$ cat config.mk
export PLATFORM = sky130hd
export DESIGN_NAME = fbh_host
export DESIGN_NICKNAME = d
export VERILOG_FILES = /design/src/inc/fbh_pkg.sv /design/src/inc/fbh_cyc_if.sv /design/src/hdl/fbh_cycle.sv /design/src/hdl/fbh_host.sv
export SDC_FILE = /design/constraint.sdc
export NUM_CORES = 1
export LEC_CHECK = 0
export BUFFER_PORTS_ARGS = -buffer_cell sky130_fd_sc_hd__buf_2
export CORE_MARGIN = 4
export CORE_UTILIZATION = 30
export CTS_CLUSTER_SIZE = 24
export DETAILED_ROUTE_END_ITERATION = 7
export PLACE_DENSITY = 0.5
export SYNTH_ARGS = -nofsm -noshare
export SYNTH_HDL_FRONTEND = slang
export SYNTH_SLANG_ARGS = --single-unit
$ cat constraint.sdc
create_clock -name SYS_CLK -period 8.1 [get_ports SYS_CLK]
set_input_delay 0.405 -clock SYS_CLK [delete_from_list [all_inputs] [get_ports SYS_CLK]]
set_output_delay 0.405 -clock SYS_CLK [all_outputs]
set_load 0.02 [all_outputs]
$ cat src/inc/fbh_pkg.sv
// package: command codes, query addresses and pin timing for the flash bank host
package fbh_pkg;
  localparam int unsigned CLK_PERIOD_NS = 25;
  // strobe low and high times in ns, rounded up to whole cycles
  localparam int unsigned WR_LOW_NS     = 50;
  localparam int unsigned WR_HIGH_NS    = 50;
  localparam logic [3:0]  WR_LOW_CYC    = 4'((WR_LOW_NS + CLK_PERIOD_NS - 1) / CLK_PERIOD_NS);
  localparam logic [3:0]  WR_HIGH_CYC   = 4'((WR_HIGH_NS + CLK_PERIOD_NS - 1) / CLK_PERIOD_NS);
  localparam logic [3:0]  RD_ACC_CYC    = 4'((75 + CLK_PERIOD_NS - 1) / CLK_PERIOD_NS);
  localparam int unsigned ADDR_W        = 22;
  localparam int unsigned DATA_W        = 16;
  localparam int unsigned NUM_BANKS     = 4;
  // unlock and command values
  localparam logic [21:0] UNLOCK_ADDR1  = 22'h000555;
  localparam logic [21:0] UNLOCK_ADDR2  = 22'h0002AA;
  localparam logic [15:0] UNLOCK_DATA1  = 16'h00AA;
  localparam logic [15:0] UNLOCK_DATA2  = 16'h0055;
  localparam logic [15:0] CMD_RESET     = 16'h00F0;
  localparam logic [15:0] CMD_AUTOSEL   = 16'h0090;
  localparam logic [15:0] CMD_QUERY     = 16'h0098;
  localparam logic [21:0] QUERY_ADDR    = 22'h000055;
  // query table word addresses and expected values
  localparam logic [7:0]  Q_BURST_A     = 8'h4B;
  localparam logic [7:0]  Q_PAGE_A      = 8'h4C;
  localparam logic [7:0]  Q_ACC_MIN_A   = 8'h4D;
  localparam logic [7:0]  Q_ACC_MAX_A   = 8'h4E;
  localparam logic [7:0]  Q_BOOT_A      = 8'h4F;
  localparam logic [7:0]  Q_PSUSP_A     = 8'h50;
  localparam logic [7:0]  Q_BANKS_A     = 8'h57;
  localparam logic [7:0]  Q_BANK1_A     = 8'h58;
  localparam logic [15:0] Q_BURST_V     = 16'h0000;
  localparam logic [15:0] Q_PAGE_V      = 16'h0000;
  localparam logic [15:0] Q_ACC_MIN_V   = 16'h0085;
  localparam logic [15:0] Q_ACC_MAX_V   = 16'h0095;
  localparam logic [15:0] Q_BOOT_V      = 16'h0001;
  localparam logic [15:0] Q_PSUSP_V     = 16'h0001;
  localparam logic [15:0] Q_BANKS_V     = 16'h0004;
  localparam logic [15:0] Q_SEC_SMALL_V = 16'h0017;
  localparam logic [15:0] Q_SEC_LARGE_V = 16'h0030;
  localparam logic [3:0]  Q_NUM_CHECKS  = 4'hB;

  typedef enum logic [2:0] {
    OP_RESET    = 3'h0,
    OP_AUTOSEL  = 3'h1,
    OP_QUERY    = 3'h2,
    OP_READ     = 3'h3,
    OP_CHECK    = 3'h4
  } fbh_op_t;

  typedef enum logic [1:0] {
    BM_READ     = 2'h0,
    BM_SUSP_RD  = 2'h1,
    BM_AUTOSEL  = 2'h2,
    BM_QUERY    = 2'h3
  } fbh_bmode_t;
endpackage : fbh_pkg

$ cat src/inc/fbh_cyc_if.sv
// interface: one bus cycle request between sequencer and pin cycle engine
`timescale 1ns/100ps
interface fbh_cyc_if;
  logic        req;
  logic        wr;
  logic [21:0] addr;
  logic [15:0] wdata;
  logic        done;
  logic [15:0] rdata;
  modport seq (output req, output wr, output addr, output wdata, input done, input rdata);
  modport eng (input req, input wr, input addr, input wdata, output done, output rdata);
endinterface : fbh_cyc_if

$ cat src/hdl/fbh_cycle.sv
// module: drives one write or read cycle on the flash pins
`timescale 1ns/100ps
module fbh_cycle
  import fbh_pkg::*;
(
  input  wire logic        clk,
  input  wire logic        rst,
  fbh_cyc_if.eng           cyc,
  input  wire logic [15:0] dq_in_s,
  output logic [21:0]      addr_o,
  output logic [15:0]      dq_out_o,
  output logic             dq_oe_o,
  output logic             cs_n_o,
  output logic             we_n_o,
  output logic             oe_n_o
);
  typedef enum logic [1:0] {
    CY_IDLE = 2'h0,
    CY_LOW  = 2'h1,
    CY_HIGH = 2'h2
  } fbh_cy_t;

  fbh_cy_t     st_r, st_nxt;
  logic [3:0]  cnt_r, cnt_nxt;
  logic [21:0] addr_r, addr_nxt;
  logic [15:0] dout_r, dout_nxt;
  logic [15:0] rdat_r, rdat_nxt;
  logic        wr_r, wr_nxt;
  logic        done_r, done_nxt;

  always_comb begin
    st_nxt   = st_r;
    cnt_nxt  = cnt_r;
    addr_nxt = addr_r;
    dout_nxt = dout_r;
    rdat_nxt = rdat_r;
    wr_nxt   = wr_r;
    done_nxt = 1'b0;
    case (st_r)
      CY_IDLE: begin
        if (cyc.req) begin
          // address is loaded on the same clock edge that both strobes fall together
          addr_nxt = cyc.addr;
          dout_nxt = cyc.wdata;
          wr_nxt   = cyc.wr;
          cnt_nxt  = cyc.wr ? WR_LOW_CYC : RD_ACC_CYC;
          st_nxt   = CY_LOW;
        end
      end
      CY_LOW: begin
        if (cnt_r == 4'h1) begin
          // both strobes rise together, data held stable through it
          if (!wr_r) rdat_nxt = dq_in_s;
          cnt_nxt = WR_HIGH_CYC;
          st_nxt  = CY_HIGH;
        end else begin
          cnt_nxt = cnt_r - 4'h1;
        end
      end
      CY_HIGH: begin
        if (cnt_r == 4'h1) begin
          done_nxt = 1'b1;
          st_nxt   = CY_IDLE;
        end else begin
          cnt_nxt = cnt_r - 4'h1;
        end
      end
      default: st_nxt = CY_IDLE;
    endcase
  end

  always_ff @(posedge clk) begin
    if (rst) begin
      st_r   <= CY_IDLE;
      cnt_r  <= 4'h0;
      addr_r <= 22'h000000;
      dout_r <= 16'h0000;
      rdat_r <= 16'h0000;
      wr_r   <= 1'b0;
      done_r <= 1'b0;
    end else begin
      st_r   <= st_nxt;
      cnt_r  <= cnt_nxt;
      addr_r <= addr_nxt;
      dout_r <= dout_nxt;
      rdat_r <= rdat_nxt;
      wr_r   <= wr_nxt;
      done_r <= done_nxt;
    end
  end

  // data stays driven through the high phase for hold time after the rising edge
  assign addr_o    = addr_r;
  assign dq_out_o  = dout_r;
  assign dq_oe_o   = wr_r && (st_r != CY_IDLE);
  assign cs_n_o    = (st_r != CY_LOW);
  assign we_n_o    = !(wr_r && st_r == CY_LOW);
  assign oe_n_o    = !(!wr_r && st_r == CY_LOW);
  assign cyc.done  = done_r;
  assign cyc.rdata = rdat_r;

  property p_wr_low_len;
    @(posedge clk) disable iff (rst)
    $fell(we_n_o) |-> !we_n_o [*2] ##1 we_n_o;
  endproperty
  a_wr_low_len: assert property (p_wr_low_len) else $error("write strobe low time wrong");

  property p_data_hold;
    @(posedge clk) disable iff (rst)
    $rose(we_n_o) |-> dq_oe_o && $stable(dq_out_o) && $stable(addr_o);
  endproperty
  a_data_hold: assert property (p_data_hold) else $error("data not held at strobe rise");
endmodule : fbh_cycle

$ cat src/hdl/fbh_host.sv
// module: host controller issuing command sequences and reads to a multi-bank flash
`timescale 1ns/100ps
module fbh_host
  import fbh_pkg::*;
(
  input  wire logic        SYS_CLK,
  input  wire logic        RST,
  input  wire logic        CMD_VALID,
  input  wire fbh_pkg::fbh_op_t CMD_OP,
  input  wire logic [21:0] CMD_ADDR,
  output logic             CMD_READY,
  output logic             RSP_VALID,
  output logic [15:0]      RSP_DATA,
  output logic             RSP_ERR,
  input  wire logic [3:0]  BANK_BUSY,
  input  wire logic [3:0]  BANK_SUSP,
  input  wire logic        TIMEOUT_FLAG,
  output logic [7:0]       BANK_MODES,
  output logic [21:0]      F_ADDR,
  input  wire logic [15:0] F_DQ_IN,
  output logic [15:0]      F_DQ_OUT,
  output logic             F_DQ_OE,
  output logic             F_CS_N,
  output logic             F_WE_N,
  output logic             F_OE_N
);
  import fbh_pkg::*;

  // ----------------------------------------------------------------
  // pin synchronisers
  // ----------------------------------------------------------------
  logic [15:0] dq_m_r, dq_s_r;
  logic [3:0]  busy_m_r, busy_s_r, busy_d_r, susp_m_r, susp_s_r;
  logic        to_m_r, to_s_r;
  always_ff @(posedge SYS_CLK) begin
    dq_m_r   <= F_DQ_IN;
    dq_s_r   <= dq_m_r;
    busy_m_r <= BANK_BUSY;
    busy_s_r <= busy_m_r;
    busy_d_r <= busy_s_r;
    susp_m_r <= BANK_SUSP;
    susp_s_r <= susp_m_r;
    to_m_r   <= TIMEOUT_FLAG;
    to_s_r   <= to_m_r;
  end

  fbh_cyc_if cyc ();

  fbh_cycle u_cycle (
    .clk      (SYS_CLK),
    .rst      (RST),
    .cyc      (cyc.eng),
    .dq_in_s  (dq_s_r),
    .addr_o   (F_ADDR),
    .dq_out_o (F_DQ_OUT),
    .dq_oe_o  (F_DQ_OE),
    .cs_n_o   (F_CS_N),
    .we_n_o   (F_WE_N),
    .oe_n_o   (F_OE_N)
  );

  // ----------------------------------------------------------------
  // sequencer
  // ----------------------------------------------------------------
  typedef enum logic [2:0] {
    SQ_IDLE = 3'h0,
    SQ_STEP = 3'h1,
    SQ_WAIT = 3'h2,
    SQ_RESP = 3'h3
  } fbh_sq_t;

  fbh_sq_t     st_r, st_nxt;
  fbh_op_t     op_r, op_nxt;
  logic [21:0] addr_r, addr_nxt;
  logic [3:0]  step_r, step_nxt;
  logic [15:0] rsp_r, rsp_nxt;
  logic        err_r, err_nxt;
  logic        rv_r, rv_nxt;
  fbh_bmode_t  mode_r [NUM_BANKS];
  fbh_bmode_t  mode_nxt [NUM_BANKS];
  logic [1:0]  bank;
  logic        busy_other;
  logic        last_step;
  logic [21:0] s_addr;
  logic [15:0] s_data;
  logic        s_wr;
  logic [15:0] q_exp;
  logic [7:0]  q_wa;

  assign bank = addr_r[21:20];

  // expected query words and their word addresses
  always_comb begin
    q_wa  = Q_BURST_A;
    q_exp = Q_BURST_V;
    case (step_r)
      4'h0: begin q_wa = Q_BURST_A;   q_exp = Q_BURST_V;   end
      4'h1: begin q_wa = Q_PAGE_A;    q_exp = Q_PAGE_V;    end
      4'h2: begin q_wa = Q_ACC_MIN_A; q_exp = Q_ACC_MIN_V; end
      4'h3: begin q_wa = Q_ACC_MAX_A; q_exp = Q_ACC_MAX_V; end
      4'h4: begin q_wa = Q_BOOT_A;    q_exp = Q_BOOT_V;    end
      4'h5: begin q_wa = Q_PSUSP_A;   q_exp = Q_PSUSP_V;   end
      4'h6: begin q_wa = Q_BANKS_A;   q_exp = Q_BANKS_V;   end
      4'h7: begin q_wa = Q_BANK1_A;   q_exp = Q_SEC_SMALL_V; end
      4'h8: begin q_wa = Q_BANK1_A + 8'h01; q_exp = Q_SEC_LARGE_V; end
      4'h9: begin q_wa = Q_BANK1_A + 8'h02; q_exp = Q_SEC_LARGE_V; end
      4'hA: begin q_wa = Q_BANK1_A + 8'h03; q_exp = Q_SEC_SMALL_V; end
      default: begin q_wa = Q_BURST_A; q_exp = Q_BURST_V; end
    endcase
  end

  // bus cycle of the current step; word-mode addressing, byte address is twice this
  always_comb begin
    s_wr      = 1'b1;
    s_addr    = addr_r;
    s_data    = CMD_RESET;
    last_step = 1'b1;
    case (op_r)
      OP_RESET: s_data = CMD_RESET;
      OP_AUTOSEL, OP_QUERY: begin
        last_step = (op_r == OP_QUERY) ? 1'b1 : (step_r == 4'h2);
        case (step_r)
          4'h0: begin
            s_addr = (op_r == OP_QUERY) ? QUERY_ADDR : UNLOCK_ADDR1;
            s_data = (op_r == OP_QUERY) ? CMD_QUERY : UNLOCK_DATA1;
          end
          4'h1: begin s_addr = UNLOCK_ADDR2; s_data = UNLOCK_DATA2; end
          // bank address carried with the command selects the bank
          default: begin s_addr = {addr_r[21:20], UNLOCK_ADDR1[19:0]}; s_data = CMD_AUTOSEL; end
        endcase
      end
      // caller supplies bank and sector bits for protection reads
      OP_READ: s_wr = 1'b0;
      OP_CHECK: begin
        s_wr      = 1'b0;
        s_addr    = {14'h0000, q_wa};
        last_step = (step_r == Q_NUM_CHECKS - 4'h1);
      end
      default: s_data = CMD_RESET;
    endcase
  end

  always_comb begin
    busy_other = 1'b0;
    for (int i = 0; i < NUM_BANKS; i++) begin
      if (busy_s_r[i] && (2'(i) != CMD_ADDR[21:20])) busy_other = 1'b1;
    end
  end

  always_comb begin
    st_nxt   = st_r;
    op_nxt   = op_r;
    addr_nxt = addr_r;
    step_nxt = step_r;
    rsp_nxt  = rsp_r;
    err_nxt  = err_r;
    rv_nxt   = 1'b0;
    // between commands a bank follows its pins; a finished job ends in read, or suspend-read if suspended
    for (int i = 0; i < NUM_BANKS; i++) begin
      mode_nxt[i] = mode_r[i];
      if (busy_d_r[i] && !busy_s_r[i]) mode_nxt[i] = susp_s_r[i] ? BM_SUSP_RD : BM_READ;
      else if (susp_s_r[i] && mode_r[i] == BM_READ) mode_nxt[i] = BM_SUSP_RD;
      else if (!susp_s_r[i] && mode_r[i] == BM_SUSP_RD) mode_nxt[i] = BM_READ;
    end
    case (st_r)
      SQ_IDLE: begin
        if (CMD_VALID) begin
          op_nxt   = CMD_OP;
          addr_nxt = CMD_ADDR;
          step_nxt = 4'h0;
          err_nxt  = 1'b0;
          rsp_nxt  = 16'h0000;
          st_nxt   = SQ_STEP;
          // refuse autoselect while any bank runs an embedded job or the bank is already in autoselect
          if ((CMD_OP == OP_AUTOSEL) && (busy_other || busy_s_r[CMD_ADDR[21:20]] ||
              mode_r[CMD_ADDR[21:20]] == BM_AUTOSEL)) begin
            err_nxt = 1'b1;
            st_nxt  = SQ_RESP;
          end
        end
      end
      SQ_STEP: st_nxt = SQ_WAIT;
      SQ_WAIT: begin
        if (cyc.done) begin
          if (!s_wr) begin
            rsp_nxt = cyc.rdata;
            if (op_r == OP_CHECK && cyc.rdata != q_exp) err_nxt = 1'b1;
          end
          if (last_step) begin
            st_nxt = SQ_RESP;
            case (op_r)
              // reset returns each bank not busy to read, or suspend-read if suspended
              OP_RESET: for (int i = 0; i < NUM_BANKS; i++) // busy bank ignores it
                if (!busy_s_r[i]) mode_nxt[i] = susp_s_r[i] ? BM_SUSP_RD : BM_READ;
              OP_AUTOSEL: mode_nxt[bank] = BM_AUTOSEL;
              OP_QUERY: for (int i = 0; i < NUM_BANKS; i++) mode_nxt[i] = BM_QUERY;
              default: rsp_nxt = rsp_nxt;
            endcase
          end else begin
            step_nxt = step_r + 4'h1;
            st_nxt   = SQ_STEP;
          end
        end
      end
      SQ_RESP: begin
        rv_nxt = 1'b1;
        st_nxt = SQ_IDLE;
      end
      default: st_nxt = SQ_IDLE;
    endcase
    // a timeout flag marks every command but reset as failed for as long as the flag stays set
    if (to_s_r && op_r != OP_RESET) err_nxt = err_nxt | (st_r == SQ_WAIT && cyc.done);
  end

  always_ff @(posedge SYS_CLK) begin
    if (RST) begin
      st_r   <= SQ_IDLE;
      op_r   <= OP_RESET;
      addr_r <= 22'h000000;
      step_r <= 4'h0;
      rsp_r  <= 16'h0000;
      err_r  <= 1'b0;
      rv_r   <= 1'b0;
      // device starts in array read with no command
      for (int i = 0; i < NUM_BANKS; i++) mode_r[i] <= BM_READ;
    end else begin
      st_r   <= st_nxt;
      op_r   <= op_nxt;
      addr_r <= addr_nxt;
      step_r <= step_nxt;
      rsp_r  <= rsp_nxt;
      err_r  <= err_nxt;
      rv_r   <= rv_nxt;
      for (int i = 0; i < NUM_BANKS; i++) mode_r[i] <= mode_nxt[i];
    end
  end

  assign cyc.req   = (st_r == SQ_STEP);
  assign cyc.wr    = s_wr;
  assign cyc.addr  = s_addr;
  assign cyc.wdata = s_data;
  assign CMD_READY = (st_r == SQ_IDLE);
  assign RSP_VALID = rv_r;
  assign RSP_DATA  = rsp_r;
  assign RSP_ERR   = err_r;
  assign BANK_MODES = {mode_r[3], mode_r[2], mode_r[1], mode_r[0]};

  property p_reset_modes;
    @(posedge SYS_CLK) disable iff (RST)
    (st_r == SQ_WAIT && cyc.done && op_r == OP_RESET && !busy_s_r[0]) |=>
      mode_r[0] == (susp_s_r[0] ? BM_SUSP_RD : BM_READ) || $changed(susp_s_r);
  endproperty
  a_reset_modes: assert property (p_reset_modes) else $error("reset mode wrong");

  property p_autosel_refused;
    @(posedge SYS_CLK) disable iff (RST)
    (CMD_READY && CMD_VALID && CMD_OP == OP_AUTOSEL && busy_other) |-> ##2 RSP_VALID && RSP_ERR;
  endproperty
  a_autosel_refused: assert property (p_autosel_refused) else $error("autoselect not refused");

  property p_autosel_cmd;
    @(posedge SYS_CLK) disable iff (RST)
    (cyc.req && op_r == OP_AUTOSEL && step_r == 4'h2) |-> cyc.wdata == CMD_AUTOSEL;
  endproperty
  a_autosel_cmd: assert property (p_autosel_cmd) else $error("autoselect command bad");

  property p_reset_data;
    @(posedge SYS_CLK) disable iff (RST)
    (cyc.req && op_r == OP_RESET) |-> cyc.wr && cyc.wdata == CMD_RESET;
  endproperty
  a_reset_data: assert property (p_reset_data) else $error("reset data bad");
endmodule : fbh_host

# Word level (Yosys, flattened, before mapping)
# Memories as Yosys holds them, arrays and structs flattened. A register that Yosys moved wholly into a read port is not among the register bits.
# Index checks and enable logic that the tools add are counted.
dict set report op_classes {
  addsub 2
  order_cmp 3
  eq_ne 32
  n_mux 81
  bitwise_logic 11
  reduce_logical 61
}
# op count
set op_table {}
lappend op_table {{one-hot mux 22 bit (2 select lines)} 2}
lappend op_table {{two-way mux 2 bit} 26}
lappend op_table {{two-way mux 16 bit} 3}
lappend op_table {{two-way mux 4 bit} 8}
lappend op_table {{two-way mux 8 bit} 4}
lappend op_table {{one-hot mux 16 bit (2 select lines)} 1}
lappend op_table {{logical AND 1 bit} 24}
lappend op_table {{one-hot mux 8 bit (3 select lines)} 1}
lappend op_table {{two-way mux 1 bit} 23}
lappend op_table {{!= test 16 bit} 1}
lappend op_table {{one-hot mux 8 bit (2 select lines)} 1}
lappend op_table {{== test 3 x 2 -> 1 bit (second input constant)} 4}
lappend op_table {{one-hot mux 4 bit (3 select lines)} 1}
lappend op_table {{zero test 1 bit} 11}
lappend op_table {{two-way mux 11 bit} 1}
lappend op_table {{== test 2 x 1 -> 1 bit (second input constant)} 5}
lappend op_table {{zero test 2 bit} 5}
lappend op_table {{!= test 2 bit (second input constant)} 5}
lappend op_table {{== test 3 x 1 -> 1 bit (second input constant)} 3}
lappend op_table {{one-hot mux 3 bit (3 select lines)} 1}
lappend op_table {{AND reduction 3 bit} 3}
lappend op_table {{== test 4 x 1 -> 1 bit (second input constant)} 2}
lappend op_table {{!= test 2 x 1 -> 1 bit (second input constant)} 4}
lappend op_table {{one-hot mux 4 bit (2 select lines)} 1}
lappend op_table {{other kinds (31)} 50}
dict set report totals {
  regBits 166
  ram_bits 8
  romBits 176
  in_bits 53
  out_inout_bits 69
  word_cells 215
  memories 2
}
# memory words word_bits read_ports rd_clocked_by_memory_dff write_ports line_no
set mem_list {}
lappend mem_list {{(no name shown)} 16 11 1 1 0 fbh_host.sv:96} ;# case (step_r)
lappend mem_list {mode_r 4 2 5 0 4 fbh_host.sv:79} ;# fbh_bmode_t mode_r [NUM_BANKS];

# Logic depth before layout (Yosys ltp)
dict set report logic_depth {
  word_depth 14
  ltp_mapped 11
  ltp_nobuf 11
}

# Cells and area by module
# From an unflattened synthesis, not the netlist that was laid out.
dict set report unflattened {
  cells_unflattened 785
  area_unflattened_um2 6989.2
}
# module instances cells_per_inst area_per_inst_um2 seq_area_each_um2
set modules_own_cells {}
lappend modules_own_cells {fbh_host 1 504 4621.9 2442.3}
lappend modules_own_cells {fbh_cycle 1 281 2367.3 1241.2}

# Least setup slack after synthesis
# No wires, ideal clock.
dict set report synth_timing {
  path_kind {register -> register}
  from {reg step_r[0]}
  to {reg q_wa[2] (netlist name)}
  setup_ns 0.128
  arrival_ns 2.464
  t_required_ns 7.972
  setup_slack_ns 5.509
  path_stages_with_launch 11
  n_path_buf 0
  period_less_slack_ns 2.591
  path_cell_list {dfxtp_1 inv_1 ha_1 or3b_1 a221oi_2 o21ai_0 a21oi_1 inv_1 ha_1 nor4_1 a211oi_1}
}
dict set report synth_between {
  elab_chain_len 7
  elab_cells_between_ends 12
  classes_between {add/sub: 1; eq/ne: 3; mux: 7; reduce/logical: 1}
}
# item line_no
set synth_lines {}
lappend synth_lines {{start, declared} fbh_host.sv:75} ;# logic [3:0] step_r, step_nxt;
lappend synth_lines {{start signal, assigned} fbh_host.sv:230} ;# step_r <= step_nxt;
lappend synth_lines {{== test 4 x 2 -> 1 bit} fbh_host.sv:121} ;# last_step = (op_r == OP_QUERY) ? 1'b1 : (step_r == 4'h2);
lappend synth_lines {{two-way mux 1 bit} fbh_host.sv:121}
lappend synth_lines {{one-hot mux 1 bit (2 select lines)} fbh_host.sv:118} ;# case (op_r)
lappend synth_lines {{!= test 2 bit (no source line)} --}
lappend synth_lines {{AND reduction 4 bit (no source line)} --}
lappend synth_lines {{two-way mux 4 bit (no source line) (*) (2 in a row)} --}
# Every way passes the cells marked *; elsewhere a longest branch is shown, timed or not. The select of a mux whose other input is x is not followed.
# A chain may end at the register's enable or synchronous reset.

# Final worst setup path
dict set report layout_timing {
  from {reg st_r[0]}
  to {reg q_wa[2] (netlist name)}
}
dict set report layout_between {
  elab_chain_len 5
  elab_cells_between_ends 10
  classes_between {eq/ne: 4; mux: 3; reduce/logical: 3}
}
# item line_no
set layout_lines {}
lappend layout_lines {{start, declared} fbh_host.sv:72} ;# fbh_sq_t st_r, st_nxt;
lappend layout_lines {{start signal, assigned} fbh_host.sv:227} ;# st_r <= st_nxt;
lappend layout_lines {{== test 3 x 2 -> 1 bit or zero test 3 bit (tied branches)} fbh_host.sv:165} ;# case (st_r)
lappend layout_lines {{!= test 2 bit (no source line), or another cell as far along} --}
lappend layout_lines {{AND reduction 4 bit (no source line)} --}
lappend layout_lines {{two-way mux 4 bit (no source line) (*) (2 in a row)} --}
# Every way passes the cells marked *; elsewhere a longest branch is shown, timed or not.

==> flow_summary_export.csv <==
group,metric,value,unit
run_status,status,"finished, final reports clean",
clocking,cts_tree,"done",
run,drv_cap,0,
drt,firstDrtPassIters,4,
drt,ant_nets,0,
clocking,clk_latency,0.43,ns
floorplan,die_w,155,um
sta,fin_skew,0.0114,ns
critical_path,r2r-end,"q_wa[2]",
floorplan,die_area,24200,um2
critical_path,slowest_delay,0.74,ns
drt,via_count,5236,
clocking,cts_buffers,17,
global_routing,overflow,0,
power,ir_worst_vdd,0.122,mV
power,p_total,1960,uW
critical_path,cp-startpoint,"st_r[0]",
floorplan,core_area,21200,um2
yosys,postSynth.asyncResetShare,0,
power,p_leak,0.00316,uW
critical_path,ff2ff_path_depth,8,
placed_design,numPortBuffers,113,
sta,tightestPinTransition,1.32,ns
cells_and_area,diodes,0,
yosys,synth_edf_count,0,
global_routing,antenna_found_initial,0,
sta,drv_slew,0,
placed_design,place_congestion,0.807,
floorplan,rows,53,
drt,drc,0,
critical_path,crit_arrival,3.57,ns
global_routing,grt_max_degree,92,
sta,relSlewSlack,0.122,
cells_and_area,area_growth,21.1,%
floorplan,die_h,155,um
critical_path,endpoint,"q_wa[2]",
cells_and_area,finalNetCount,909,
global_routing,grt_pass1_wl,26.3,mm
critical_path,critPathSlowestCell,"nand2_1",
sta,fmax,307,MHz
sta,tns,0,ns
critical_path,cp.required,8.41,ns
clocking,postCtsHoldBufs,0,
global_routing,first_global_vias,4951,
clocking,h-tree-depth,4,
clocking,cts_resized,0,
yosys,netlist-cell-type-count,56,
sta,hold_violations,0,
critical_path,cp_cell_sequence,"nor2_1, nand2_1, nand2b_1, a21oi_1, inv_1, ha_1, nor4_1, a211oi_1",
clocking,clk_path_buf_depth,2,
critical_path,crit_type,"reg2reg",
critical_path,worst_setup_path_end_kind,"register",
clocking,clk_pin_slew,0.08,ns
critical_path,critPathLaunchType,"register",
yosys,syn_inst,746,
placed_design,hpwl,11.3,mm
sta,rsz0062_at_grt,"false",
clocking,cts_root_buffer,"clkbuf_16",
floorplan,start_util,0.307,
drt,dr.first_iter.drc_count,272,
cells_and_area,fillers,2237,
clocking,cts_setup_buffers,0,
floorplan,io_pins,122,
cells_and_area,drive_above_1_share,0.188,
yosys,ys_seq_area_frac,0.537,
yosys,synth.ff_latch_count,175,
drt,routed_wl,16.4,mm
power,p_per_area,248,nW/um2
yosys,yosys_warnings,0,
yosys,syn_avg_cell_area,8.75,um2
critical_path,cp_max_fo,27,
global_routing,track_usage,0.135,
clocking,clkSinkCount,175,
drt,viasPerCell,4.64,
yosys,syn_area,6530,um2
critical_path,reg2reg_slack,4.84,ns
min_path,min_path_type,"in2reg",
yosys,synth_ff_type,"dfxtp_1",
drt,wl_per_cell,14.5,um
sta,fin_crit,3.26,ns
sta,post-route-period-util,0.402,
sta,setup_viol_count_final,0,
critical_path,worstReg2RegStart,"st_r[0]",
## how the worst min path moves through the flow
stage                     slack (ns)        start     endpoint  depth (start not counted)
after floorplan                 0.31  busy_m_r[0]  busy_s_r[0]                          0
after global placement          0.31   dq_m_r[10]   dq_s_r[10]                          0
after detailed placement        0.31  busy_m_r[2]  busy_s_r[2]                          0
after CTS                       0.05  F_DQ_IN[11]   dq_m_r[11]                          1
after global routing            0.04   F_DQ_IN[3]    dq_m_r[3]                          1
final                           0.06  F_DQ_IN[10]   dq_m_r[10]                          1
## power breakdown
part           switching [uW]  internal, uW  total (uW)
combinational             121          59.9         181
sequential               26.3           899         925
clock                     403           452         856
total                     551          1410        1960
## layout by cell type (no fill, tap or decap), types with 6 or more instances in the layout
master and count:
nor2b_1 9, a21oi_1 93, a211oi_1 9, nor3_1 14, ha_1 16, conb_1 8, nand3b_1 6, nand2_1 137
xnor2_1 9, buf_2 112, inv_1 20, clkinv_8 6, nand3_1 34, clkbuf_16 17, nand2b_1 11, o21ai_0 36
dfxtp_1 175, nor2_1 58
## synthesized netlist by cell type, types with 5 or more instances
cell | instances | area [um2]
dfxtp_1 | 175 | 3500
xnor2_1 | 9 | 78.8
nor2b_1 | 9 | 56.3
inv_1 | 20 | 75.1
nor3_1 | 14 | 70.1
nand3b_1 | 6 | 45.0
o21a_1 | 5 | 37.5
o21ai_0 | 36 | 180
a21oi_1 | 93 | 465
buf_4 | 9 | 67.6
nand3_1 | 34 | 170
nand4_1 | 5 | 31.3
nor2_1 | 58 | 218
a211oi_1 | 9 | 67.6
ha_1 | 16 | 200
clkbuf_1 | 37 | 139
nand2b_1 | 11 | 68.8
a22oi_1 | 5 | 37.5
nand2_1 | 137 | 514
## metal layers
| metal | share of wire | track usage | wire [um] |
|---|---|---|---|
| met4 | 0.016 | 0.0438 | 265 |
| met1 | 0.49 | 0.192 | 8080 |
| met2 | 0.45 | 0.204 | 7370 |
| met3 | 0.042 | 0.0289 | 696 |
| met5 | 0 | 0 | 0 |
## cell families (layout without fill, tap and decap cells)
kind of cell             after synthesis  after routing  share of synthesized area
AND/OR/NAND/NOR                      295            295                      0.204
AO/OA/AOI/OAI                        176            176                      0.159
flip-flops                           175            175                      0.537
buffers and inverters                 69            169                     0.0462
adder cells (fa/ha/maj)               16             16                     0.0307
XOR/XNOR                              12             12                     0.0196
multiplexers                           2              2                    0.00326
other                                  1              8                   0.000575
## registers in the layout, summed over array words and instances (netlist names), 4 cells and up
signal and flops:
susp_m_r 4, busy_s_r 4, u_cycle.dq_out_o 7, RSP_DATA 16, busy_m_r 4, susp_s_r 4, mode_r 8, addr_r 22
q_exp 6, busy_d_r 4, dq_s_r 16, u_cycle.addr_o 22, u_cycle.cyc.rdata 16, u_cycle.cnt_r 4, dq_m_r 16, step_r 4
q_wa 5
## area by class of cell
class | instances | area, um2 | area share
clock inverter | 15 | 210 | 0.0266
sequential | 175 | 3500 | 0.443
timing repair buffer | 117 | 598 | 0.0757
clock buffer | 17 | 425 | 0.0538
multi-input combinational | 509 | 2750 | 0.348
tap | 275 | 344 | 0.0435
inverter | 20 | 75.1 | 0.00950
## stage by stage
stage	cells	setup WS [ns]	instance area, um2	utilization	hold slack (ns)
after CTS	1128	4.81	7900	0.372	0.0488
after detailed placement	1096	4.83	7270	0.342	0.312
after floorplan	753	5.51	6550	-	0.310
after global routing	1128	4.41	7900	0.372	0.0418
final	1128	4.84	7900	0.372	0.0644
after global placement	1096	4.92	7270	0.342	0.310
## worst max-delay path: cells and delay by family (launching register included)
| family | cells | cell delay, ns |
|---|---|---|
| AO/OA/AOI/OAI | 2 | 0.64 |
| flip-flops | 1 | 0.47 |
| buffers and inverters | 1 | 0.17 |
| AND/OR/NAND/NOR | 4 | 1.59 |
| adder cells (fa/ha/maj) | 1 | 0.26 |
Note: power is estimated with default switching activity, not from simulation.
